==> config.mk <==
export PLATFORM = sky130hd
export DESIGN_NAME = ftc_timer
export DESIGN_NICKNAME = d
export VERILOG_FILES = /design/src/rtl/ftc_pkg.sv /design/src/rtl/ftc_prescaler.sv /design/src/rtl/ftc_timer.sv
export SDC_FILE = /design/constraint.sdc
export NUM_CORES = 1
export LEC_CHECK = 0
export BUFFER_PORTS_ARGS = -buffer_cell sky130_fd_sc_hd__buf_2
export CORE_MARGIN = 1.5
export CORE_UTILIZATION = 35
export DETAILED_ROUTE_END_ITERATION = 12
export SKIP_CTS_REPAIR_TIMING = 1
export SYNTH_ARGS = -nofsm -noshare
export SYNTH_HDL_FRONTEND = slang
export SYNTH_HIERARCHICAL = 1
export SYNTH_SLANG_ARGS = --single-unit
==> constraint.sdc <==
create_clock -name sys_clk_in -period 4.4 [get_ports sys_clk_in]
set_input_delay 1.32 -clock sys_clk_in [delete_from_list [all_inputs] [get_ports sys_clk_in]]
set_output_delay 1.32 -clock sys_clk_in [all_outputs]
set_load 0.1 [all_outputs]
==> src/rtl/ftc_pkg.sv <==
// constants, field layout and register map of the frontend timer block
// assumes a single 25 MHz system clock and an AXI4-Lite register master
package ftc_pkg;
    // clock rates in kHz, base tick made by fractional accumulation
    localparam int FTC_SYS_CLK_KHZ = 25000;
    localparam int FTC_CONTACTLESS_INTERFACE_CLK_KHZ = 13560;
    localparam int FTC_ACC_W = 16;
    localparam logic [FTC_ACC_W:0] FTC_ACC_INC = (FTC_ACC_W+1)'(FTC_CONTACTLESS_INTERFACE_CLK_KHZ);
    localparam logic [FTC_ACC_W:0] FTC_ACC_MOD = (FTC_ACC_W+1)'(FTC_SYS_CLK_KHZ);
    // prescaler divides the base tick by 2 << select
    localparam int FTC_DIV_W = 8;
    localparam logic [FTC_DIV_W:0] FTC_DIV_BASE = 9'h002;
    localparam logic [FTC_DIV_W:0] FTC_DIV_ONE = 9'h001;

    // counter width and reset values
    localparam int FTC_CNT_W = 20;
    localparam logic [2:0] FTC_RATE_RST = 3'h0;
    localparam logic FTC_SRC_RST = 1'b0;
    localparam logic FTC_RELOAD_RST = 1'b0;

    // register byte offsets
    localparam logic [7:0] FTC_OFS_CTRL = 8'h00;
    localparam logic [7:0] FTC_OFS_PRESET = 8'h04;
    localparam logic [7:0] FTC_OFS_COUNT = 8'h08;
    localparam logic [7:0] FTC_OFS_STATE = 8'h0c;
    localparam logic [7:0] FTC_OFS_IRQ_STAT = 8'h10;
    localparam logic [7:0] FTC_OFS_IRQ_MASK = 8'h14;

    // control, state and interrupt word bit positions
    localparam int FTC_BIT_HALT = 0;
    localparam int FTC_BIT_RELOAD = 1;
    localparam int FTC_BIT_SRC = 2;
    localparam int FTC_BIT_RATE_LO = 3;
    localparam int FTC_BIT_NOW = 6;
    localparam int FTC_BIT_OFF = 7;
    localparam int FTC_BIT_ON = 8;
    localparam int FTC_BIT_RUNNING = 0;
    localparam int FTC_BIT_EXPIRY = 0;

    // bus response codes
    localparam logic [1:0] FTC_RESP_OKAY = 2'h0;
    localparam logic [1:0] FTC_RESP_SLVERR = 2'h2;

    // control fields, packed to match bits 8 down to 1 of the word
    typedef struct packed {
        logic start_on_own_field_on;
        logic start_on_own_field_off;
        logic start_immediately;
        logic [2:0] divided_rate_select;
        logic clock_source_select;
        logic auto_reload_on_expiry;
    } ftc_ctrl_t;

    localparam ftc_ctrl_t FTC_CTRL_RST = '{
        start_on_own_field_on: 1'b0,
        start_on_own_field_off: 1'b0,
        start_immediately: 1'b0,
        divided_rate_select: FTC_RATE_RST,
        clock_source_select: FTC_SRC_RST,
        auto_reload_on_expiry: FTC_RELOAD_RST
    };
endpackage

==> src/rtl/ftc_prescaler.sv <==
// tick enable generator for the frontend timer
// assumes sys_clk_in at the rate set in the package; ticks are enables
`timescale 1ns/1ps
`default_nettype none
module ftc_prescaler
    import ftc_pkg::*;
(
    input wire logic sys_clk_in,
    input wire logic rst_in,
    input wire logic [2:0] rate_sel_in,
    output logic base_tick_out,
    output logic div_tick_out
);
    logic [FTC_ACC_W-1:0] acc_reg; // phase accumulator
    logic [FTC_ACC_W-1:0] acc_next;
    logic [FTC_DIV_W-1:0] div_reg; // counts base ticks
    logic [FTC_DIV_W-1:0] div_next;
    logic [FTC_DIV_W:0] div_mask; // low bits that must all be set
    logic [FTC_ACC_W:0] sum;

    // base tick averages the contactless rate; jitter is one sys cycle,
    // the price of running everything from one clock
    always_comb begin
        sum = {1'b0, acc_reg} + FTC_ACC_INC;
        base_tick_out = (sum >= FTC_ACC_MOD);
        if (base_tick_out) begin
            acc_next = FTC_ACC_W'(sum - FTC_ACC_MOD);
        end else begin
            acc_next = sum[FTC_ACC_W-1:0];
        end
        div_mask = (FTC_DIV_BASE << rate_sel_in) - FTC_DIV_ONE;
        div_tick_out = base_tick_out &&
            ((div_reg & div_mask[FTC_DIV_W-1:0]) == div_mask[FTC_DIV_W-1:0]);
        div_next = base_tick_out ? div_reg + 8'h01 : div_reg;
    end

    // register accumulator and divider
    always_ff @(posedge sys_clk_in) begin
        if (rst_in) begin
            acc_reg <= '0;
            div_reg <= '0;
        end else begin
            acc_reg <= acc_next;
            div_reg <= div_next;
        end
    end
endmodule
`default_nettype wire

==> src/rtl/ftc_timer.sv <==
// frontend timer one: clock source, prescaler, reload and start events,
// with its control registers on an AXI4-Lite slave and one interrupt line
// assumes own-field events arrive as one-cycle pulses on sys_clk_in
//
// The AXI4-Lite slave port and the register offsets were left to the implementer.
`timescale 1ns/1ps
`default_nettype none
module ftc_timer
    import ftc_pkg::*;
#(
    parameter int CNT_W = FTC_CNT_W
) (
    input wire logic sys_clk_in,
    input wire logic rst_in,
    // write address channel
    input wire logic [7:0] s_axi_awaddr_in,
    input wire logic [2:0] s_axi_awprot_in,
    input wire logic s_axi_awvalid_in,
    output logic s_axi_awready_out,
    // write data channel
    input wire logic [31:0] s_axi_wdata_in,
    input wire logic [3:0] s_axi_wstrb_in,
    input wire logic s_axi_wvalid_in,
    output logic s_axi_wready_out,
    // write response channel
    output logic [1:0] s_axi_bresp_out,
    output logic s_axi_bvalid_out,
    input wire logic s_axi_bready_in,
    // read address channel
    input wire logic [7:0] s_axi_araddr_in,
    input wire logic [2:0] s_axi_arprot_in,
    input wire logic s_axi_arvalid_in,
    output logic s_axi_arready_out,
    // read data channel
    output logic [31:0] s_axi_rdata_out,
    output logic [1:0] s_axi_rresp_out,
    output logic s_axi_rvalid_out,
    input wire logic s_axi_rready_in,
    // own rf field events from the field control logic
    input wire logic own_field_on_in,
    input wire logic own_field_off_in,
    // to the rest of the timer unit
    output logic timer_tick_out,
    output logic expiry_out,
    output logic irq_out
);
    // write path state
    logic aw_hold_reg; // address captured
    logic aw_hold_next;
    logic [7:0] aw_addr_reg;
    logic [7:0] aw_addr_next;
    logic w_hold_reg; // data captured
    logic w_hold_next;
    logic [31:0] w_data_reg;
    logic [31:0] w_data_next;
    logic [3:0] w_strb_reg;
    logic [3:0] w_strb_next;
    logic bvalid_reg;
    logic bvalid_next;
    logic [1:0] bresp_reg;
    logic [1:0] bresp_next;
    // read path state
    logic rvalid_reg;
    logic rvalid_next;
    logic [31:0] rdata_reg;
    logic [31:0] rdata_next;
    logic [1:0] rresp_reg;
    logic [1:0] rresp_next;
    // software-visible registers
    ftc_ctrl_t ctrl_reg;
    ftc_ctrl_t ctrl_next;
    logic [CNT_W-1:0] preset_reg;
    logic [CNT_W-1:0] preset_next;
    logic irq_stat_reg; // sticky expiry flag
    logic irq_stat_next;
    logic irq_mask_reg;
    logic irq_mask_next;
    // timer core state
    logic [CNT_W-1:0] count_reg;
    logic [CNT_W-1:0] count_next;
    logic running_reg;
    logic running_next;
    logic expiry_reg;
    logic expiry_next;
    // decoded strobes
    logic do_write; // both halves present, response slot free
    logic wr_ctrl;
    logic wr_preset;
    logic wr_stat;
    logic wr_mask;
    logic wr_hit;
    logic [31:0] wr_word; // strobed write data over old value
    logic [31:0] ctrl_word;
    logic [31:0] old_word;
    logic start_evt;
    logic halt_evt;
    logic base_tick;
    logic div_tick;
    logic tick;
    logic expire_now;

    // merge strobed bytes into the old word
    function automatic logic [31:0] ftc_merge(
        input logic [31:0] old_val,
        input logic [31:0] new_val,
        input logic [3:0] strb
    );
        logic [31:0] res;
        res = old_val;
        for (int i = 0; i < 4; i++) begin
            if (strb[i]) begin
                res[i*8 +: 8] = new_val[i*8 +: 8];
            end
        end
        return res;
    endfunction

    // tick generator: base contactless tick and divided tick
    ftc_prescaler u_prescaler (
        .sys_clk_in(sys_clk_in),
        .rst_in(rst_in),
        .rate_sel_in(ctrl_reg.divided_rate_select),
        .base_tick_out(base_tick),
        .div_tick_out(div_tick)
    );

    // bus handshakes are combinational off the holding flags
    assign s_axi_awready_out = !aw_hold_reg;
    assign s_axi_wready_out = !w_hold_reg;
    assign s_axi_arready_out = !rvalid_reg;
    assign s_axi_bvalid_out = bvalid_reg;
    assign s_axi_bresp_out = bresp_reg;
    assign s_axi_rvalid_out = rvalid_reg;
    assign s_axi_rdata_out = rdata_reg;
    assign s_axi_rresp_out = rresp_reg;
    assign expiry_out = expiry_reg;
    assign irq_out = irq_stat_reg & irq_mask_reg;
    assign timer_tick_out = tick & running_reg;

    // control word view, bit 0 and upper bits read as zero
    assign ctrl_word = {23'h000000, ctrl_reg, 1'b0};

    // address decode and strobed merge for the pending write
    always_comb begin
        do_write = aw_hold_reg && w_hold_reg && !bvalid_reg;
        wr_ctrl = do_write && (aw_addr_reg == FTC_OFS_CTRL);
        wr_preset = do_write && (aw_addr_reg == FTC_OFS_PRESET);
        wr_stat = do_write && (aw_addr_reg == FTC_OFS_IRQ_STAT);
        wr_mask = do_write && (aw_addr_reg == FTC_OFS_IRQ_MASK);
        // count and state are read-only but answer okay
        wr_hit = wr_ctrl || wr_preset || wr_stat || wr_mask ||
            (aw_addr_reg == FTC_OFS_COUNT) || (aw_addr_reg == FTC_OFS_STATE);
        case (aw_addr_reg)
            FTC_OFS_CTRL: old_word = ctrl_word;
            FTC_OFS_PRESET: old_word = 32'(preset_reg);
            FTC_OFS_IRQ_MASK: old_word = {31'h00000000, irq_mask_reg};
            default: old_word = 32'h00000000;
        endcase
        wr_word = ftc_merge(old_word, w_data_reg, w_strb_reg);
    end

    // next state of the write channel and writable registers
    always_comb begin
        aw_hold_next = aw_hold_reg;
        aw_addr_next = aw_addr_reg;
        w_hold_next = w_hold_reg;
        w_data_next = w_data_reg;
        w_strb_next = w_strb_reg;
        bvalid_next = bvalid_reg;
        bresp_next = bresp_reg;
        ctrl_next = ctrl_reg;
        preset_next = preset_reg;
        irq_mask_next = irq_mask_reg;
        // address and data are taken in either order
        if (s_axi_awvalid_in && !aw_hold_reg) begin
            aw_hold_next = 1'b1;
            aw_addr_next = {s_axi_awaddr_in[7:2], 2'b00};
        end
        if (s_axi_wvalid_in && !w_hold_reg) begin
            w_hold_next = 1'b1;
            w_data_next = s_axi_wdata_in;
            w_strb_next = s_axi_wstrb_in;
        end
        if (do_write) begin
            aw_hold_next = 1'b0;
            w_hold_next = 1'b0;
            bvalid_next = 1'b1;
            bresp_next = wr_hit ? FTC_RESP_OKAY : FTC_RESP_SLVERR;
        end else if (bvalid_reg && s_axi_bready_in) begin
            bvalid_next = 1'b0;
        end
        if (wr_ctrl) begin
            ctrl_next = ftc_ctrl_t'(wr_word[FTC_BIT_ON:FTC_BIT_RELOAD]);
        end
        if (wr_preset) begin
            preset_next = wr_word[CNT_W-1:0];
        end
        if (wr_mask) begin
            irq_mask_next = wr_word[FTC_BIT_EXPIRY];
        end
    end

    // read channel: data sampled at the address edge
    always_comb begin
        rvalid_next = rvalid_reg;
        rdata_next = rdata_reg;
        rresp_next = rresp_reg;
        if (s_axi_arvalid_in && !rvalid_reg) begin
            rvalid_next = 1'b1;
            rresp_next = FTC_RESP_OKAY;
            case ({s_axi_araddr_in[7:2], 2'b00})
                FTC_OFS_CTRL: rdata_next = ctrl_word;
                FTC_OFS_PRESET: rdata_next = 32'(preset_reg);
                FTC_OFS_COUNT: rdata_next = 32'(count_reg);
                FTC_OFS_STATE: rdata_next = {31'h00000000, running_reg};
                FTC_OFS_IRQ_STAT: rdata_next = {31'h00000000, irq_stat_reg};
                FTC_OFS_IRQ_MASK: rdata_next = {31'h00000000, irq_mask_reg};
                default: begin
                    rdata_next = 32'h00000000;
                    rresp_next = FTC_RESP_SLVERR;
                end
            endcase
        end else if (rvalid_reg && s_axi_rready_in) begin
            rvalid_next = 1'b0;
        end
    end

    // start and halt events, tick selection
    always_comb begin
        start_evt = wr_ctrl && wr_word[FTC_BIT_NOW];
        if (ctrl_reg.start_on_own_field_on && own_field_on_in) begin
            start_evt = 1'b1;
        end
        if (ctrl_reg.start_on_own_field_off && own_field_off_in) begin
            start_evt = 1'b1;
        end
        // halt is a write-one pulse, reads as zero
        halt_evt = wr_ctrl && wr_word[FTC_BIT_HALT];
        tick = ctrl_reg.clock_source_select ? div_tick : base_tick;
    end

    // timer core: load, count down, expire
    always_comb begin
        count_next = count_reg;
        running_next = running_reg;
        expiry_next = 1'b0;
        expire_now = 1'b0;
        if (halt_evt) begin
            // halt beats any start in the same cycle
            running_next = 1'b0;
        end else if (start_evt) begin
            // restart while running reloads the preset
            count_next = preset_reg;
            running_next = 1'b1;
        end else if (running_reg && tick) begin
            if (count_reg <= CNT_W'(1)) begin
                expire_now = 1'b1;
                expiry_next = 1'b1;
                if (ctrl_reg.auto_reload_on_expiry) begin
                    count_next = preset_reg;
                end else begin
                    count_next = '0;
                    running_next = 1'b0;
                end
            end else begin
                count_next = count_reg - CNT_W'(1);
            end
        end
        // sticky flag: a new expiry beats a clear in the same cycle
        irq_stat_next = irq_stat_reg;
        if (wr_stat && wr_word[FTC_BIT_EXPIRY]) begin
            irq_stat_next = 1'b0;
        end
        if (expire_now) begin
            irq_stat_next = 1'b1;
        end
    end

    // register every group
    always_ff @(posedge sys_clk_in) begin
        if (rst_in) begin
            aw_hold_reg <= 1'b0;
            aw_addr_reg <= 8'h00;
            w_hold_reg <= 1'b0;
            w_data_reg <= 32'h00000000;
            w_strb_reg <= 4'h0;
            bvalid_reg <= 1'b0;
            bresp_reg <= FTC_RESP_OKAY;
            rvalid_reg <= 1'b0;
            rdata_reg <= 32'h00000000;
            rresp_reg <= FTC_RESP_OKAY;
            ctrl_reg <= FTC_CTRL_RST;
            preset_reg <= '0;
            irq_stat_reg <= 1'b0;
            irq_mask_reg <= 1'b0;
            count_reg <= '0;
            running_reg <= 1'b0;
            expiry_reg <= 1'b0;
        end else begin
            aw_hold_reg <= aw_hold_next;
            aw_addr_reg <= aw_addr_next;
            w_hold_reg <= w_hold_next;
            w_data_reg <= w_data_next;
            w_strb_reg <= w_strb_next;
            bvalid_reg <= bvalid_next;
            bresp_reg <= bresp_next;
            rvalid_reg <= rvalid_next;
            rdata_reg <= rdata_next;
            rresp_reg <= rresp_next;
            ctrl_reg <= ctrl_next;
            preset_reg <= preset_next;
            irq_stat_reg <= irq_stat_next;
            irq_mask_reg <= irq_mask_next;
            count_reg <= count_next;
            running_reg <= running_next;
            expiry_reg <= expiry_next;
        end
    end
endmodule
`default_nettype wire

==> results.sh <==
export IMPL_status="complete, no violations"
export IMPL_first_pass_iters=5
export IMPL_slowest_stage="or4b_1"
export IMPL_crit_buf_inv=3
export IMPL_netlist_area_um2=6720
export IMPL_seq_power_share_pct=32.4
export IMPL_internal_power_mw=2.76
export IMPL_layout_nets=992
export IMPL_worstSetupPathType="flip-flop to output pin"
export IMPL_start_kind="flip-flop"
export IMPL_cts_sinks=128
export IMPL_layout_commonest_cell="dfxtp_1"
export IMPL_ys_seq_elements=128
export IMPL_yosysUniqueCellTypes=76
export IMPL_cts_inserted_buffers=17
export IMPL_io_buffers=73
export IMPL_wirelength_mm=17.2
export IMPL_root_buffer="clkbuf_16"
export IMPL_wire_per_inst_um=14.8
export IMPL_fillers=1911
export IMPL_clkPwrFrac_pct=36.3
export IMPL_p_per_area_nw_per_um2=521
export IMPL_drt_iter0_markers=518
export IMPL_grt_pass1_vias=5444
export IMPL_die_x_um=142
export IMPL_drive_gt1_share_pct=17.7
export IMPL_stdcell_area_um2=8020
export IMPL_hold_ws_ns=0.455
export IMPL_p_switching_mw=1.41
export IMPL_avgViaCountPerCell=5.34
export IMPL_dp_hpwl_mm=12.0
export IMPL_clock_latency_ns=0.42
export IMPL_layout_common_cells="128 x dfxtp_1, 124 x nand2_1, 105 x nor2_1"
export IMPL_maxSlewViolCount=0
export IMPL_fp_dieArea_um2=20000
export IMPL_synthCells=848
export IMPL_cts_buffer_depth=2
export IMPL_fin_skew_ns=0.00852
export IMPL_crit_cells=12
export IMPL_grt_pass1_wl_mm=28.3
export IMPL_num_io_pins=111
export IMPL_post_route_period_util_pct=98.3
export IMPL_vias=6210
export IMPL_min_period_ns=4.32
export IMPL_peakVddDrop_mv=0.294
export IMPL_sw_frac_of_total_pct=33.8
export IMPL_hold_viol=0
export IMPL_holdPathStages=2
export IMPL_core_area_um2=18800
export IMPL_antennaDiodeCount=0
export IMPL_synth_async_reset_ratio_pct=0
export IMPL_comb_power_share_pct=31.4
export IMPL_cp_end_kind="output pin"
export IMPL_cts_tree="built"
export IMPL_finalWeightedCongestion=0.840
export IMPL_p_leak_nw=3.05
export IMPL_grtUsageTotal_pct=17.7
export IMPL_ant_nets=0
export IMPL_syn2layout_area_growth_pct=19.4
export IMPL_synthFlopType="dfxtp_1"
export IMPL_dp_cells=1122
export IMPL_synth_warnings=6
export IMPL_setup_viol_count_final=0
export IMPL_cp_max_fo=7
export IMPL_required_ns=3.08
export IMPL_worst_pin_slew_ns=0.849
export IMPL_path_clk_slew_ns=0.06
export IMPL_placed_area_um2=7260
export IMPL_fin_cells=1164
export IMPL_critPathMaxStageDelay_ns=0.48
export IMPL_yosysSeqAreaShare_pct=38.2
export IMPL_drcViolationCount=0
export IMPL_avgSynthCellArea_um2=7.92
export IMPL_critPathTopFamily="simple AND/OR/NAND/NOR gates"
export IMPL_dieHeight_um=142
export IMPL_synth_edf_count=0
export IMPL_grt_max_degree=79
export IMPL_htreeDepth=4
export IMPL_overflow=0
export IMPL_slew_headroom_pct=43.4
export IMPL_cap_violations=0
export IMPL_grt_antenna_before_repair=0
export IMPL_reg2reg_depth=15
export IMPL_crit_chain="inv_2 > ha_4 > or4b_1 > nor4_1 > a311o_2 > a32oi_4 > nor2_4 > nor3_2 > mux2i_1 > buf_4 > nor2b_4 > buf_12"
export IMPL_fmax_mhz=231
export IMPL_start_util_pct=35.8
export IMPL_min_path_type="flip-flop to flip-flop"
export IMPL_std_cell_rows=50
export IMPL_crit_arrival_ns=3.00
## cells by family after synthesis
| logic type | Yosys count | share of synthesized area (%) |
|---|---|---|
| DFF | 128 | 38.2 |
| buffers and inverters | 89 | 6.37 |
| AOI/OAI and AO/OA | 207 | 19.9 |
| xor gates and xnor gates | 31 | 4.04 |
| adders and majority gates | 8 | 1.49 |
| muxes | 32 | 4.84 |
| and+or+nand+nor | 352 | 25.1 |
| other | 1 | 0.0558 |
## metrics by stage
stage | total power [mW] | setup TNS (ns) | utilization, % | worst slack (ns)
finish | 4.18 | 0 | 42.7 | 0.0766
CTS | 4.07 | -0.233 | 42.1 | -0.233
global route | 4.41 | -0.0277 | 42.7 | -0.0277
floorplan | 2.27 | 0 | - | 0.193
global placement | 2.54 | 0 | 38.7 | 0.223
detailed placement | 2.54 | 0 | 38.7 | 0.229
## tightest hold or removal path, delay by kind of cell, from the launching register on
kind / cells / cell delay (ns)
AOI/OAI and AO/OA: 1 / 0.05
and+or+nand+nor: 1 / 0.05
DFF: 1 / 0.31
## metal layers
metal | track usage [%] | routed length [µm] | up-vias
met3 | 4.25 | 1060 | 21
li1 | - | - | 3121
met1 | 26.6 | 8930 | 2878
met4 | 4.88 | 207 | 0
met5 | 0 | 0 | -
met2 | 24.8 | 7030 | 190
## worst paths after layout
path / startpoint / to / slack (ns)
max: u_prescaler/acc_reg[4] / timer_tick_out / 0.08
min: w_data_reg[8] / w_data_reg[8] / 0.46
max reg2reg: u_prescaler/acc_reg[4] / count_reg[18] / 0.91
min reg2reg: w_data_reg[8] / w_data_reg[8] / 0.46
## cell usage after synthesis (all sizes together) (3+ instances only)
master	n	area, µm²
a31oi	4	25.0
o31ai	4	30.0
a211oi	9	72.6
nor2	106	405
a32oi	3	45.1
and2	5	31.3
xor2	8	70.1
mux2	4	45.0
a21o	3	22.5
dfxtp	128	2560
nand3b	3	22.5
xnor2	23	201
or4	7	63.8
nor2b	11	68.8
nor3b	6	55.1
or3	5	31.3
nor4	11	90.1
nand3	23	115
ha	8	100
buf	28	199
nand2	124	465
nand2b	4	25.0
o21a	3	22.5
nor4b	3	47.5
a221oi	18	164
inv	21	78.8
a22oi	23	173
mux2i	28	280
o21ai	38	194
nand4	10	62.6
nor3	27	140
clkbuf	40	150
a21oi	81	405
## power groups by stage
| stage | Clock, mW | Combinational [mW] | Sequential, mW |
|---|---|---|---|
| after floorplan | 0 | 0.939 | 1.33 |
| after global placement | 0 | 1.17 | 1.37 |
| after detailed placement | 0 | 1.17 | 1.37 |
| after CTS | 1.54 | 1.18 | 1.34 |
| after global routing | 1.59 | 1.45 | 1.37 |
| final | 1.52 | 1.31 | 1.35 |
## area by class of cell
type	instances	area, µm²	area share [%]
Tap cell	234	293	3.65
Inverter	21	78.8	0.983
Multi-Input combinational cell	644	3830	47.8
Clock inverter	14	201	2.51
Sequential cell	128	2560	32.0
Timing Repair Buffer	105	623	7.77
Clock buffer	18	429	5.35
Note: power is estimated with default switching activity, not from simulation.
